### src/logic/bta_pkg.sv
// bta_pkg: constants, field layouts and carrier types for the error analyzer test control block.
// assumes a single 200 MHz clock and an APB master with 32-bit data.
//
// Overview of operation
// - realign setting picks search+realign, realign only, or neither.
// - search method is error-rate based or fast clock-to-data phase based.
// - error-rate search accumulates ten to the n bits per delay, n 4..11.
// - error-rate search judges each delay against ten to minus n, n 3..10.
// - eye result gives width, or code 1, 2 or 3 for search faults.
// - display selector shows totalize, window or test rate and total.
// - measurement reset restarts totalize and window, test results untouched.
// - four sticky history flags, one clear command resets them all.
// - each history flag can be read on its own.
// - summary gives window rate, total rate, clock, lock, then history flags.
// - lock indication follows pattern synchronization, registered one mclk later.
// - discard hides previous results until the next run to stop change.
// - test length is hours 0..24, minutes 0..59, seconds; used in timed/repeat.
// - untimed test runs until stop command, manual stop or power loss.
// - timed test ends itself when length elapses, or earlier on stop.
// - repeat test restarts at each length end until stopped.
// - result source selects interval in progress or last completed one.
// - print uses current results while running, else previous with end summary.
// - report enable is end-of-test, on-error, both or neither.
// - squelch hides on-error reports after 10 bad seconds, lifts after five good.
// - test threshold is ten to minus v, v 2..16, marks over-limit seconds.
// - controller starts with run, stops with stop; stop cuts a timed test short.
package bta_pkg;
    localparam int CLK_HZ = 200_000_000;
    localparam int TICK_S = 1;
    localparam int SEC_CYCLES = CLK_HZ * TICK_S;

    localparam logic [11:0] OFS_CFG = 12'h000;
    localparam logic [11:0] OFS_CMD = 12'h004;
    localparam logic [11:0] OFS_TLEN = 12'h008;
    localparam logic [11:0] OFS_STAT = 12'h00C;
    localparam logic [11:0] OFS_EYE = 12'h010;
    localparam logic [11:0] OFS_SUMM = 12'h014;
    localparam logic [11:0] OFS_DISP = 12'h018;
    localparam logic [11:0] OFS_RES = 12'h01C;
    localparam logic [11:0] OFS_TIME = 12'h020;

    localparam int CMD_MEAS_RST = 0;
    localparam int CMD_HIST_CLR = 1;
    localparam int CMD_DISCARD = 2;
    localparam int CMD_RUN = 3;
    localparam int CMD_STOP = 4;
    localparam int CMD_PRINT = 5;

    localparam logic [3:0] SAMPLE_MIN = 4'h4;
    localparam logic [3:0] SAMPLE_MAX = 4'hB;
    localparam logic [3:0] STHR_MIN = 4'h3;
    localparam logic [3:0] STHR_MAX = 4'hA;
    localparam logic [4:0] TTHR_MIN = 5'h02;
    localparam logic [4:0] TTHR_MAX = 5'h10;
    localparam logic [5:0] HOURS_MAX = 6'h18;
    localparam logic [5:0] MINS_MAX = 6'h3B;
    localparam logic [5:0] SECS_MAX = 6'h3B;

    localparam logic [31:0] EYE_ONE = 32'h0000_0001;
    localparam logic [31:0] EYE_NONE = 32'h0000_0002;
    localparam logic [31:0] EYE_NOT_RUN = 32'h0000_0003;

    localparam logic [3:0] SQ_ON_SECS = 4'hA;
    localparam logic [3:0] SQ_OFF_SECS = 4'h5;

    typedef enum logic [1:0] {RA_AUTO, RA_OFF, RA_DISAB} bta_realign_t;
    typedef enum logic [1:0] {DS_TOTAL, DS_WINDOW, DS_TEST} bta_disp_t;
    typedef enum logic [1:0] {TM_UNTIMED, TM_TIMED, TM_REPEAT} bta_tmode_t;
    typedef enum logic [1:0] {RP_EOT, RP_ON_ERROR, RP_BOTH, RP_NONE} bta_report_t;

    typedef struct packed {
        logic [4:0] test_thres;
        logic squelch_en;
        bta_report_t report;
        logic result_prev;
        bta_tmode_t tmode;
        bta_disp_t disp;
        logic [3:0] search_thr;
        logic [3:0] sample_exp;
        logic search_fast;
        bta_realign_t realign;
    } bta_cfg_t;

    localparam int CFG_W = $bits(bta_cfg_t);
    localparam bta_cfg_t CFG_RST = '{test_thres: 5'h06, squelch_en: 1'b0, report: RP_NONE,
        result_prev: 1'b0, tmode: TM_UNTIMED, disp: DS_TOTAL, search_thr: 4'h6,
        sample_exp: 4'h6, search_fast: 1'b0, realign: RA_AUTO};

    typedef struct packed {
        logic [5:0] hours;
        logic [5:0] mins;
        logic [5:0] secs;
    } bta_tlen_t;

    localparam int TLEN_W = $bits(bta_tlen_t);
    localparam bta_tlen_t TLEN_RST = '{hours: 6'h00, mins: 6'h00, secs: 6'h0A};

    typedef struct packed {
        logic sync;
        logic bits;
        logic phase;
        logic power;
    } bta_hist_t;

    typedef struct packed {
        logic [7:0] rate_exp;
        logic [23:0] err_total;
    } bta_meas_t;
endpackage : bta_pkg

### src/logic/bta_sec_timer.sv
// bta_sec_timer: one-second tick and elapsed-seconds count of the test interval.
// assumes restart is a one-cycle pulse from the test sequencer.
`timescale 1ns/1ps
module bta_sec_timer
    import bta_pkg::*;
#(
    parameter int SEC_CYC = SEC_CYCLES
) (
    // clock and reset
    input wire logic mclk,
    input wire logic sys_rst,
    // control
    input wire logic restart,
    // results
    output logic tick,
    output logic [16:0] elapsed
);
    logic [31:0] pre;

    wire pre_wrap = (pre == 32'(SEC_CYC - 1));

    // a restart realigns the prescaler so every interval gets whole seconds
    always_ff @(posedge mclk) begin
        if (sys_rst || restart) begin
            pre <= '0;
            tick <= 1'b0;
            elapsed <= '0;
        end else begin
            pre <= pre_wrap ? '0 : pre + 32'h0000_0001;
            tick <= pre_wrap;
            if (pre_wrap) begin
                elapsed <= elapsed + 17'h0_0001;
            end
        end
    end
endmodule : bta_sec_timer

### src/logic/bta_ctrl.sv
// bta_ctrl: APB-reached test control of the error analyzer.
// assumes measurement inputs are synchronous to mclk; sec_* inputs are valid at every tick.
//
// The register addresses and the APB slave port were chosen for this implementation.
`timescale 1ns/1ps
module bta_ctrl
    import bta_pkg::*;
#(
    parameter int SEC_CYC = SEC_CYCLES
) (
    // clock and reset
    input wire logic mclk,
    input wire logic sys_rst,
    // apb slave
    input wire logic psel,
    input wire logic penable,
    input wire logic pwrite,
    input wire logic [11:0] paddr,
    input wire logic [31:0] pwdata,
    output logic [31:0] prdata,
    output logic pready,
    output logic pslverr,
    // analyzer status
    input wire logic sync_lock,
    input wire bta_hist_t hist_evt,
    input wire logic manual_stop,
    input wire logic [10:0] clk_freq_mhz,
    input wire bta_meas_t tot_meas,
    input wire bta_meas_t win_meas,
    input wire bta_meas_t test_meas,
    input wire logic sec_has_err,
    input wire logic [4:0] sec_rate_exp,
    // delay search engine
    input wire logic search_ran,
    input wire logic [1:0] eye_cross,
    input wire logic [23:0] eye_width_ps,
    output logic search_en,
    output logic realign_en,
    output logic search_fast,
    output logic [3:0] sample_exp,
    output logic [3:0] search_thr,
    // measurement and report control
    output logic meas_restart,
    output logic test_running,
    output logic interval_start,
    output logic eot_report,
    output logic on_error_report,
    output logic print_req,
    output logic print_current,
    output logic lock_led,
    output bta_hist_t hist_led,
    output bta_meas_t disp_meas
);
    typedef enum logic {TS_STOP, TS_RUN} bta_state_t;

    function automatic logic in_range4(input logic [3:0] v, input logic [3:0] lo, input logic [3:0] hi);
        in_range4 = (v >= lo) && (v <= hi);
    endfunction : in_range4

    function automatic logic [16:0] tlen_secs(input bta_tlen_t t);
        tlen_secs = 17'(t.hours * 12'd3600) + 17'(t.mins * 6'd60) + 17'(t.secs);
    endfunction : tlen_secs

    bta_cfg_t cfg;
    bta_tlen_t tlen;
    bta_state_t state;
    bta_meas_t prev_meas;
    logic results_valid;
    logic squelched;
    logic [3:0] over_run;
    logic [3:0] under_run;
    logic [14:0] over_limit_seconds;
    logic timer_restart;
    logic tick;
    logic [16:0] elapsed;

    // apb decode: zero-wait slave, write lands on the access edge
    wire setup = psel && !penable;
    wire access = psel && penable && pready;
    wire wr = access && pwrite && !pslverr;
    wire addr_ok = (paddr == OFS_CFG) || (paddr == OFS_CMD) || (paddr == OFS_TLEN) ||
        (paddr == OFS_STAT) || (paddr == OFS_EYE) || (paddr == OFS_SUMM) ||
        (paddr == OFS_DISP) || (paddr == OFS_RES) || (paddr == OFS_TIME);
    wire wr_cfg = wr && (paddr == OFS_CFG);
    wire wr_tlen = wr && (paddr == OFS_TLEN);
    wire [5:0] cmd = (wr && (paddr == OFS_CMD)) ? pwdata[5:0] : 6'h00;
    wire cmd_run = cmd[CMD_RUN];
    wire cmd_stop = cmd[CMD_STOP];

    // out-of-range setup values are refused as a whole so the config never holds an illegal mix
    wire bta_cfg_t cfg_in = bta_cfg_t'(pwdata[CFG_W-1:0]);
    wire cfg_legal = (cfg_in.realign != 2'h3) && (cfg_in.disp != 2'h3) && (cfg_in.tmode != 2'h3) &&
        in_range4(cfg_in.sample_exp, SAMPLE_MIN, SAMPLE_MAX) &&
        in_range4(cfg_in.search_thr, STHR_MIN, STHR_MAX) &&
        (cfg_in.test_thres >= TTHR_MIN) && (cfg_in.test_thres <= TTHR_MAX);
    wire bta_tlen_t tlen_in = bta_tlen_t'(pwdata[TLEN_W-1:0]);
    wire tlen_legal = (tlen_in.hours <= HOURS_MAX) && (tlen_in.mins <= MINS_MAX) &&
        (tlen_in.secs <= SECS_MAX);

    // test sequencing
    wire running = (state == TS_RUN);
    wire stop_evt = cmd_stop || manual_stop || hist_evt.power;
    // elapsed already counts the second that this tick closes
    wire len_due = tick && (cfg.tmode != TM_UNTIMED) && (elapsed >= tlen_secs(tlen));
    wire start_now = !running && cmd_run;
    wire end_now = running && (stop_evt || (len_due && (cfg.tmode == TM_TIMED)));
    wire repeat_now = running && !stop_evt && len_due && (cfg.tmode == TM_REPEAT);
    wire interval_done = end_now || repeat_now;
    wire eot_on = (cfg.report == RP_EOT) || (cfg.report == RP_BOTH);
    wire oe_on = (cfg.report == RP_ON_ERROR) || (cfg.report == RP_BOTH);
    wire over_sec = sec_has_err && (sec_rate_exp < cfg.test_thres);

    bta_state_t next_state;
    assign next_state = start_now ? TS_RUN : (end_now ? TS_STOP : state);
    // restarting the timer on the start edge keeps a stale tick out of the new interval
    assign timer_restart = start_now || repeat_now;

    // readable words
    wire [31:0] eye_word = !search_ran ? EYE_NOT_RUN : (eye_cross == 2'h0) ? EYE_NONE :
        (eye_cross == 2'h1) ? EYE_ONE : {8'h00, eye_width_ps};
    wire [31:0] stat_word = {21'h00_0000, squelched, results_valid, running, lock_led,
        hist_led.sync, hist_led.bits, hist_led.phase, hist_led.power, 3'h0};
    wire [31:0] summ_word = {win_meas.rate_exp, tot_meas.rate_exp, clk_freq_mhz, lock_led, hist_led};
    wire bta_meas_t res_word = cfg.result_prev ? (results_valid ? prev_meas : '0) : test_meas;
    wire bta_meas_t next_disp = (cfg.disp == DS_WINDOW) ? win_meas :
        (cfg.disp == DS_TEST) ? test_meas : tot_meas;
    wire [31:0] next_prdata =
        (paddr == OFS_CFG) ? {{(32 - CFG_W){1'b0}}, cfg} :
        (paddr == OFS_TLEN) ? {{(32 - TLEN_W){1'b0}}, tlen} :
        (paddr == OFS_STAT) ? stat_word :
        (paddr == OFS_EYE) ? eye_word :
        (paddr == OFS_SUMM) ? summ_word :
        (paddr == OFS_DISP) ? disp_meas :
        (paddr == OFS_RES) ? res_word :
        (paddr == OFS_TIME) ? {over_limit_seconds, elapsed} : 32'h0000_0000;

    always_ff @(posedge mclk) begin
        if (sys_rst) begin
            pready <= 1'b0;
            pslverr <= 1'b0;
            prdata <= '0;
        end else begin
            pready <= setup;
            pslverr <= setup && !addr_ok;
            prdata <= (setup && !pwrite) ? next_prdata : prdata;
        end
    end

    // setup registers
    always_ff @(posedge mclk) begin
        if (sys_rst) begin
            cfg <= CFG_RST;
            tlen <= TLEN_RST;
        end else begin
            if (wr_cfg && cfg_legal) begin
                cfg <= cfg_in;
            end
            if (wr_tlen && tlen_legal) begin
                tlen <= tlen_in;
            end
        end
    end

    // search engine steering
    always_ff @(posedge mclk) begin
        if (sys_rst) begin
            search_en <= 1'b0;
            realign_en <= 1'b0;
            search_fast <= 1'b0;
            sample_exp <= SAMPLE_MIN;
            search_thr <= STHR_MIN;
            disp_meas <= '0;
        end else begin
            search_en <= (cfg.realign == RA_AUTO);
            realign_en <= (cfg.realign != RA_DISAB);
            search_fast <= cfg.search_fast;
            sample_exp <= cfg.sample_exp;
            search_thr <= cfg.search_thr;
            disp_meas <= next_disp;
        end
    end

    // history, lock and measurement restart; a new event beats a clear in the same cycle
    always_ff @(posedge mclk) begin
        if (sys_rst) begin
            hist_led <= '0;
            lock_led <= 1'b0;
            meas_restart <= 1'b0;
        end else begin
            hist_led <= (cmd[CMD_HIST_CLR] ? '0 : hist_led) | hist_evt;
            lock_led <= sync_lock;
            meas_restart <= cmd[CMD_MEAS_RST];
        end
    end

    // test interval sequencer
    always_ff @(posedge mclk) begin
        if (sys_rst) begin
            state <= TS_STOP;
            interval_start <= 1'b0;
            test_running <= 1'b0;
            prev_meas <= '0;
            results_valid <= 1'b0;
            eot_report <= 1'b0;
            print_req <= 1'b0;
            print_current <= 1'b0;
        end else begin
            state <= next_state;
            interval_start <= start_now || repeat_now;
            test_running <= (next_state == TS_RUN);
            if (interval_done) begin
                prev_meas <= test_meas;
            end
            // only a run to stop change sets valid, even against a discard in the same cycle
            results_valid <= end_now ? 1'b1 : (cmd[CMD_DISCARD] ? 1'b0 : results_valid);
            eot_report <= (interval_done && eot_on) || (cmd[CMD_PRINT] && !running);
            print_req <= cmd[CMD_PRINT];
            if (cmd[CMD_PRINT]) begin
                print_current <= running;
            end
        end
    end

    // per-second threshold and squelch counting
    always_ff @(posedge mclk) begin
        if (sys_rst || start_now) begin
            over_run <= '0;
            under_run <= '0;
            squelched <= 1'b0;
            over_limit_seconds <= '0;
            on_error_report <= 1'b0;
        end else begin
            on_error_report <= tick && running && over_sec && oe_on &&
                !(cfg.squelch_en && squelched);
            if (tick && running) begin
                if (over_sec) begin
                    over_limit_seconds <= over_limit_seconds + 15'h0001;
                    under_run <= '0;
                    over_run <= (over_run == SQ_ON_SECS) ? over_run : over_run + 4'h1;
                    if (cfg.squelch_en && (over_run + 4'h1 >= SQ_ON_SECS)) begin
                        squelched <= 1'b1;
                    end
                end else begin
                    over_run <= '0;
                    under_run <= (under_run == SQ_OFF_SECS) ? under_run : under_run + 4'h1;
                    if (under_run + 4'h1 >= SQ_OFF_SECS) begin
                        squelched <= 1'b0;
                    end
                end
            end
            if (!cfg.squelch_en) begin
                squelched <= 1'b0;
            end
        end
    end

    // the test length counter shares its tick with the squelch logic
    bta_sec_timer #(
        .SEC_CYC(SEC_CYC)
    ) u_timer (
        .mclk(mclk),
        .sys_rst(sys_rst),
        .restart(timer_restart),
        .tick(tick),
        .elapsed(elapsed)
    );
endmodule : bta_ctrl

### config.mk
export PLATFORM = sky130hd
export DESIGN_NAME = bta_ctrl
export DESIGN_NICKNAME = d
export VERILOG_FILES = /design/src/logic/bta_pkg.sv /design/src/logic/bta_sec_timer.sv /design/src/logic/bta_ctrl.sv
export SDC_FILE = /design/constraint.sdc
export NUM_CORES = 1
export LEC_CHECK = 0
export ABC_CLOCK_PERIOD_IN_PS = 7390
export BUFFER_PORTS_ARGS = -buffer_cell sky130_fd_sc_hd__buf_4
export CORE_MARGIN = 8
export CORE_UTILIZATION = 50
export CTS_BUF_LIST = sky130_fd_sc_hd__clkbuf_8
export CTS_CLUSTER_SIZE = 24
export DETAILED_ROUTE_END_ITERATION = 10
export PLACE_DENSITY_LB_ADDON = 0.15
export SLEW_MARGIN = 15
export SYNTH_ARGS = -nofsm -noshare
export SYNTH_HDL_FRONTEND = slang
export SYNTH_SLANG_ARGS = --single-unit
### constraint.sdc
create_clock -name mclk -period 7.39 [get_ports mclk]
set_input_delay 0.739 -clock mclk [delete_from_list [all_inputs] [get_ports mclk]]
set_output_delay 0.739 -clock mclk [all_outputs]
set_load 0.05 [all_outputs]
==> results summary <==
The number of remaining DRC errors is 0. The accumulated negative setup slack is 0 ps. Relative to the synthesized area, the layout overhead comes to 20.60%. The iteration-0 DRC count of the detailed router is 1508. The number of warnings issued by yosys is 0. Detailed routing inserted a total of 14.06k vias. In this run the horizontal extent of the chip is 185.0 um. The post-cts gate resize count is 0. The hold slack is 396.5 ps.

Leaving out fill and tap cells, the most frequent cells in the layout are 285 x sky130_fd_sc_hd__buf_4, 236 x sky130_fd_sc_hd__dfxtp_1, 197 x sky130_fd_sc_hd__nor2_1, 133 x sky130_fd_sc_hd__a21oi_1, 100 x sky130_fd_sc_hd__inv_1. The number of global-route vias before repair is between 10k and 15k. The root buffer cell is sky130_fd_sc_hd__clkbuf_8.

The worst setup path is of the reg -> reg kind. The share of flip-flops with an asynchronous set or reset after synthesis is 0%. The wire length per cell came out at 21.85 um. The number of synthesized flops with an enable pin is 0. The die outline height came out at 185.0 um.

The tool flagged a number of max-cap violations equal to 0. The actual slew at the worst max-slew pin is ~1200 ps. By area the synthesized netlist is led by sky130_fd_sc_hd__dfxtp_1 33%, sky130_fd_sc_hd__ha_1 7.2%, sky130_fd_sc_hd__mux2i_1 5.5%. The time the worst path needs with I/O delays and setup is slightly below 7000 ps. sky130_fd_sc_hd__dfxtp_1 takes more of the synthesized area than any other cell. The critical path starts at tlen[8]. The worst register-to-register path begins at tlen[8]. The start point of the worst hold path is hist_evt[3].

For this run, the top clock speed supported by timing is between 100 and 150 MHz. The number of buffers inserted by hold repair at cts came out at 0. The most critical setup path has its endpoint at eot_report. The number of buffers on the longest clock path is 3. The CTS clock-pin slew for the worst setup and hold paths is about 60 ps. The peak supply drop came out at slightly below 0.1 mV. The number of vias per cell came out at ~6. The worst endpoint required time came out at 7830 ps. The global placement routability congestion is 0.9536. The total iterations of the first detailed-routing run is 6.

Once detail routing completed, the nets flagged for antenna violations numbered 0. The total congestion overflow after global routing came out at 0. The number of buffers created by CTS came out at between 40 and 50. The power density normalized to cell area is 164.1 nW/um2. In this run, synthesis produced a sequential element count of 238. The initial antenna violation count came out at 2.

The clock net sink count is approximately 240. The first global-routing pass estimated 76080 um of wire. Setup repair after global routing left no endpoint under its margin. The final-report hold violation count came out at 0.

The gate count after technology mapping is 1694. The reg-to-reg setup timing slack came out at 470 ps. The worst setup path is captured at a flip-flop. The flow ran to the end, and the final reports show no timing, DRC or antenna violations. The share of the synthesized area in the top cell type came out at 33.37%. In this run the tightest slew margin relative to its limit is 21.77%. The later-pin clock latency in the skew report is between 500 and 600 ps. The net count of the mapped netlist came out at 1988. The post-detailed-placement cell area came out at 16380 um2. Global routing consumed, over all layers together, 28.58% of the routing resources. TritonCTS built the clock tree. The total core area came out at about 28000 um2. The number of failing setup endpoints in the final timing report is 0. The worst register-to-register path has a depth of 24. The starting density of the core came out at 50.29%. Leaving out filler cells and counting taps, the final layout contains 2332.

The number of max-slew violations in the final report is 0. The largest net degree at the start of global routing came out at 99. The final layout net count came out at 2214.

The total of buffers placed on input and output ports came out at 275. The worst setup path is launched from a flip-flop. After synthesis, flip-flops and latches occupy 33.37% of the total area. For this design the top-level I/O count stands at between 200 and 300.

The netlist area before placement came out at 14280 um2. The worst register-to-register path ends at eot_report. Wires add up to 50960 um. The leakage power summed over all cells came out at ~0.0073 uW. The mean cell area of the mapped netlist came out at about 8.4 um2. The most common cell after layout, fill and taps aside is sky130_fd_sc_hd__buf_4. The number of library cell types mapped by synthesis came out at 80. The buffer count from post-CTS setup fixing is 0.

STA puts the critical path data arrival time at 7360 ps. The most used flip-flop cell after synthesis is sky130_fd_sc_hd__dfxtp_1. Measured on the finished design, the core utilization comes to about three fifths. The share of cells above drive strength 1 is 19.31%.

The number of standard-cell rows in the floorplan came out at 62. The number of placed instances, taps included, is 2259. The clock tree synthesis step divided the H-tree into 2 levels. The largest fanout on the critical path is 33. The worst hold path belongs to the class in -> reg.

The clock arrives with between 30 and 40 ps of skew. Once layout is done, the placed cells without fillers occupy between 15000 and 20000 um2. In the finished design, the share of the clock period the worst path needs comes to 93.65%. The die outline area came out at around 34000 um2. The half-perimeter wire length after placement came out at between 30000 and 40000 um.
-- sequential cells by signal (all words and copies together), names as in the netlist, 4 cells and up --
name	flops
hist_led	4
disp_meas	32
search_thr	4
prev_meas	32
tlen	18
u_timer.elapsed	17
over_limit_seconds	15
sample_exp	4
prdata	32
under_run	4
u_timer.pre	32
over_run	4
cfg	24
-- kinds of logic (layout without fill, tap and decap cells) --
| family | count (synthesis) | after routing | share of synthesized area (%) |
|---|---|---|---|
| buf+inv | 190 | 443 | 6.002 |
| simple gates | 552 | 552 | 19.29 |
| fa+ha+maj | 99 | 99 | 9.569 |
| mux | 81 | 81 | 5.696 |
| xor+xnor | 84 | 84 | 5.152 |
| flops | 238 | 238 | 33.37 |
| other cells | 0 | 1 | 0 |
| compound gates | 450 | 450 | 20.93 |
-- per-stage QoR --
step | setup slack, ps | total power [uW]
after floorplan | 1407 | 1491
after global placement | 548.4 | 1652
after detailed placement | 495.7 | 1655
after CTS | 463.9 | 2837
after global routing | 83.69 | 2919
final | 468.9 | 2826
-- worst max-delay path, cell delays in order (launching register included) --
cell and delay [ps]:
sky130_fd_sc_hd__dfxtp_1 430, sky130_fd_sc_hd__inv_1 130, sky130_fd_sc_hd__fa_1 490, sky130_fd_sc_hd__fa_1 520
sky130_fd_sc_hd__inv_1 40, sky130_fd_sc_hd__ha_1 330, sky130_fd_sc_hd__a21o_1 160, sky130_fd_sc_hd__a21oi_1 210
sky130_fd_sc_hd__o21bai_1 90, sky130_fd_sc_hd__a21oi_1 170, sky130_fd_sc_hd__xnor2_1 180, sky130_fd_sc_hd__ha_1 280
sky130_fd_sc_hd__ha_1 220, sky130_fd_sc_hd__or3_1 410, sky130_fd_sc_hd__o211a_1 250, sky130_fd_sc_hd__o21a_1 200
sky130_fd_sc_hd__or2_2 300, sky130_fd_sc_hd__ha_1 300, sky130_fd_sc_hd__nand4_1 130, sky130_fd_sc_hd__nor2_1 70
sky130_fd_sc_hd__a211oi_1 440, sky130_fd_sc_hd__a2111oi_4 200, sky130_fd_sc_hd__o22ai_4 810, sky130_fd_sc_hd__a211oi_1 230
sky130_fd_sc_hd__a21o_1 200
-- synthesized netlist by cell type, types with 7 or more instances --
| library cell | number |
|---|---|
| sky130_fd_sc_hd__a21o_1 | 7 |
| sky130_fd_sc_hd__mux2i_1 | 79 |
| sky130_fd_sc_hd__buf_2 | 17 |
| sky130_fd_sc_hd__buf_6 | 12 |
| sky130_fd_sc_hd__or2_2 | 8 |
| sky130_fd_sc_hd__a221oi_1 | 9 |
| sky130_fd_sc_hd__nor2_1 | 197 |
| sky130_fd_sc_hd__a22o_1 | 17 |
| sky130_fd_sc_hd__xnor2_1 | 47 |
| sky130_fd_sc_hd__a221o_1 | 7 |
| sky130_fd_sc_hd__nor2b_1 | 38 |
| sky130_fd_sc_hd__nand2b_1 | 12 |
| sky130_fd_sc_hd__a211o_1 | 8 |
| sky130_fd_sc_hd__a21oi_1 | 133 |
| sky130_fd_sc_hd__ha_1 | 82 |
| sky130_fd_sc_hd__nand3_1 | 76 |
| sky130_fd_sc_hd__dfxtp_1 | 238 |
| sky130_fd_sc_hd__xor2_1 | 37 |
| sky130_fd_sc_hd__nand4_1 | 18 |
| sky130_fd_sc_hd__nor3_1 | 20 |
| sky130_fd_sc_hd__a211oi_1 | 96 |
| sky130_fd_sc_hd__a31oi_1 | 9 |
| sky130_fd_sc_hd__buf_4 | 8 |
| sky130_fd_sc_hd__clkbuf_1 | 59 |
| sky130_fd_sc_hd__and3_1 | 24 |
| sky130_fd_sc_hd__o21ai_0 | 61 |
| sky130_fd_sc_hd__o21ai_1 | 18 |
| sky130_fd_sc_hd__inv_1 | 86 |
| sky130_fd_sc_hd__nor4_1 | 13 |
| sky130_fd_sc_hd__nand2_1 | 98 |
| sky130_fd_sc_hd__fa_1 | 17 |
| sky130_fd_sc_hd__a22oi_1 | 35 |
-- final cells by class --
| type | instances | area [um2] |
|---|---|---|
| Fill cell | 2578 | 11170 |
| Multi-Input combinational cell | 1266 | 8672 |
| Sequential cell | 238 | 4770 |
| Timing Repair Buffer | 286 | 2167 |
| Clock buffer | 50 | 688.2 |
| Tap cell | 384 | 480.5 |
| Inverter | 86 | 322.8 |
| Clock inverter | 21 | 117.6 |
| Antenna cell | 1 | 2.502 |
-- worst min-delay path by stage --
stage / cells past startpoint / end
floorplan: 2 / squelched
global placement: 2 / prev_meas[2]
detailed placement: 2 / prdata[12]
CTS: 2 / lock_led
global route: 2 / lock_led
finish: 3 / hist_led[3]
-- per-layer routing --
metal | track usage, % | share of wire, % | up-vias
met2 | 44.78 | 45 | 702
met4 | 11.17 | 3.6 | 2
met3 | 6.905 | 10 | 120
li1 | - | - | 6535
met1 | 37.48 | 41 | 6698
met5 | 0 | 0.018 | -
-- power by group --
part	switching (uW)	total [uW]	internal, uW
clock network	551	1200	645
registers	18.5	1320	1300
logic	186	311	125
total	755	2830	2070
(Power assumes the default switching activity.)
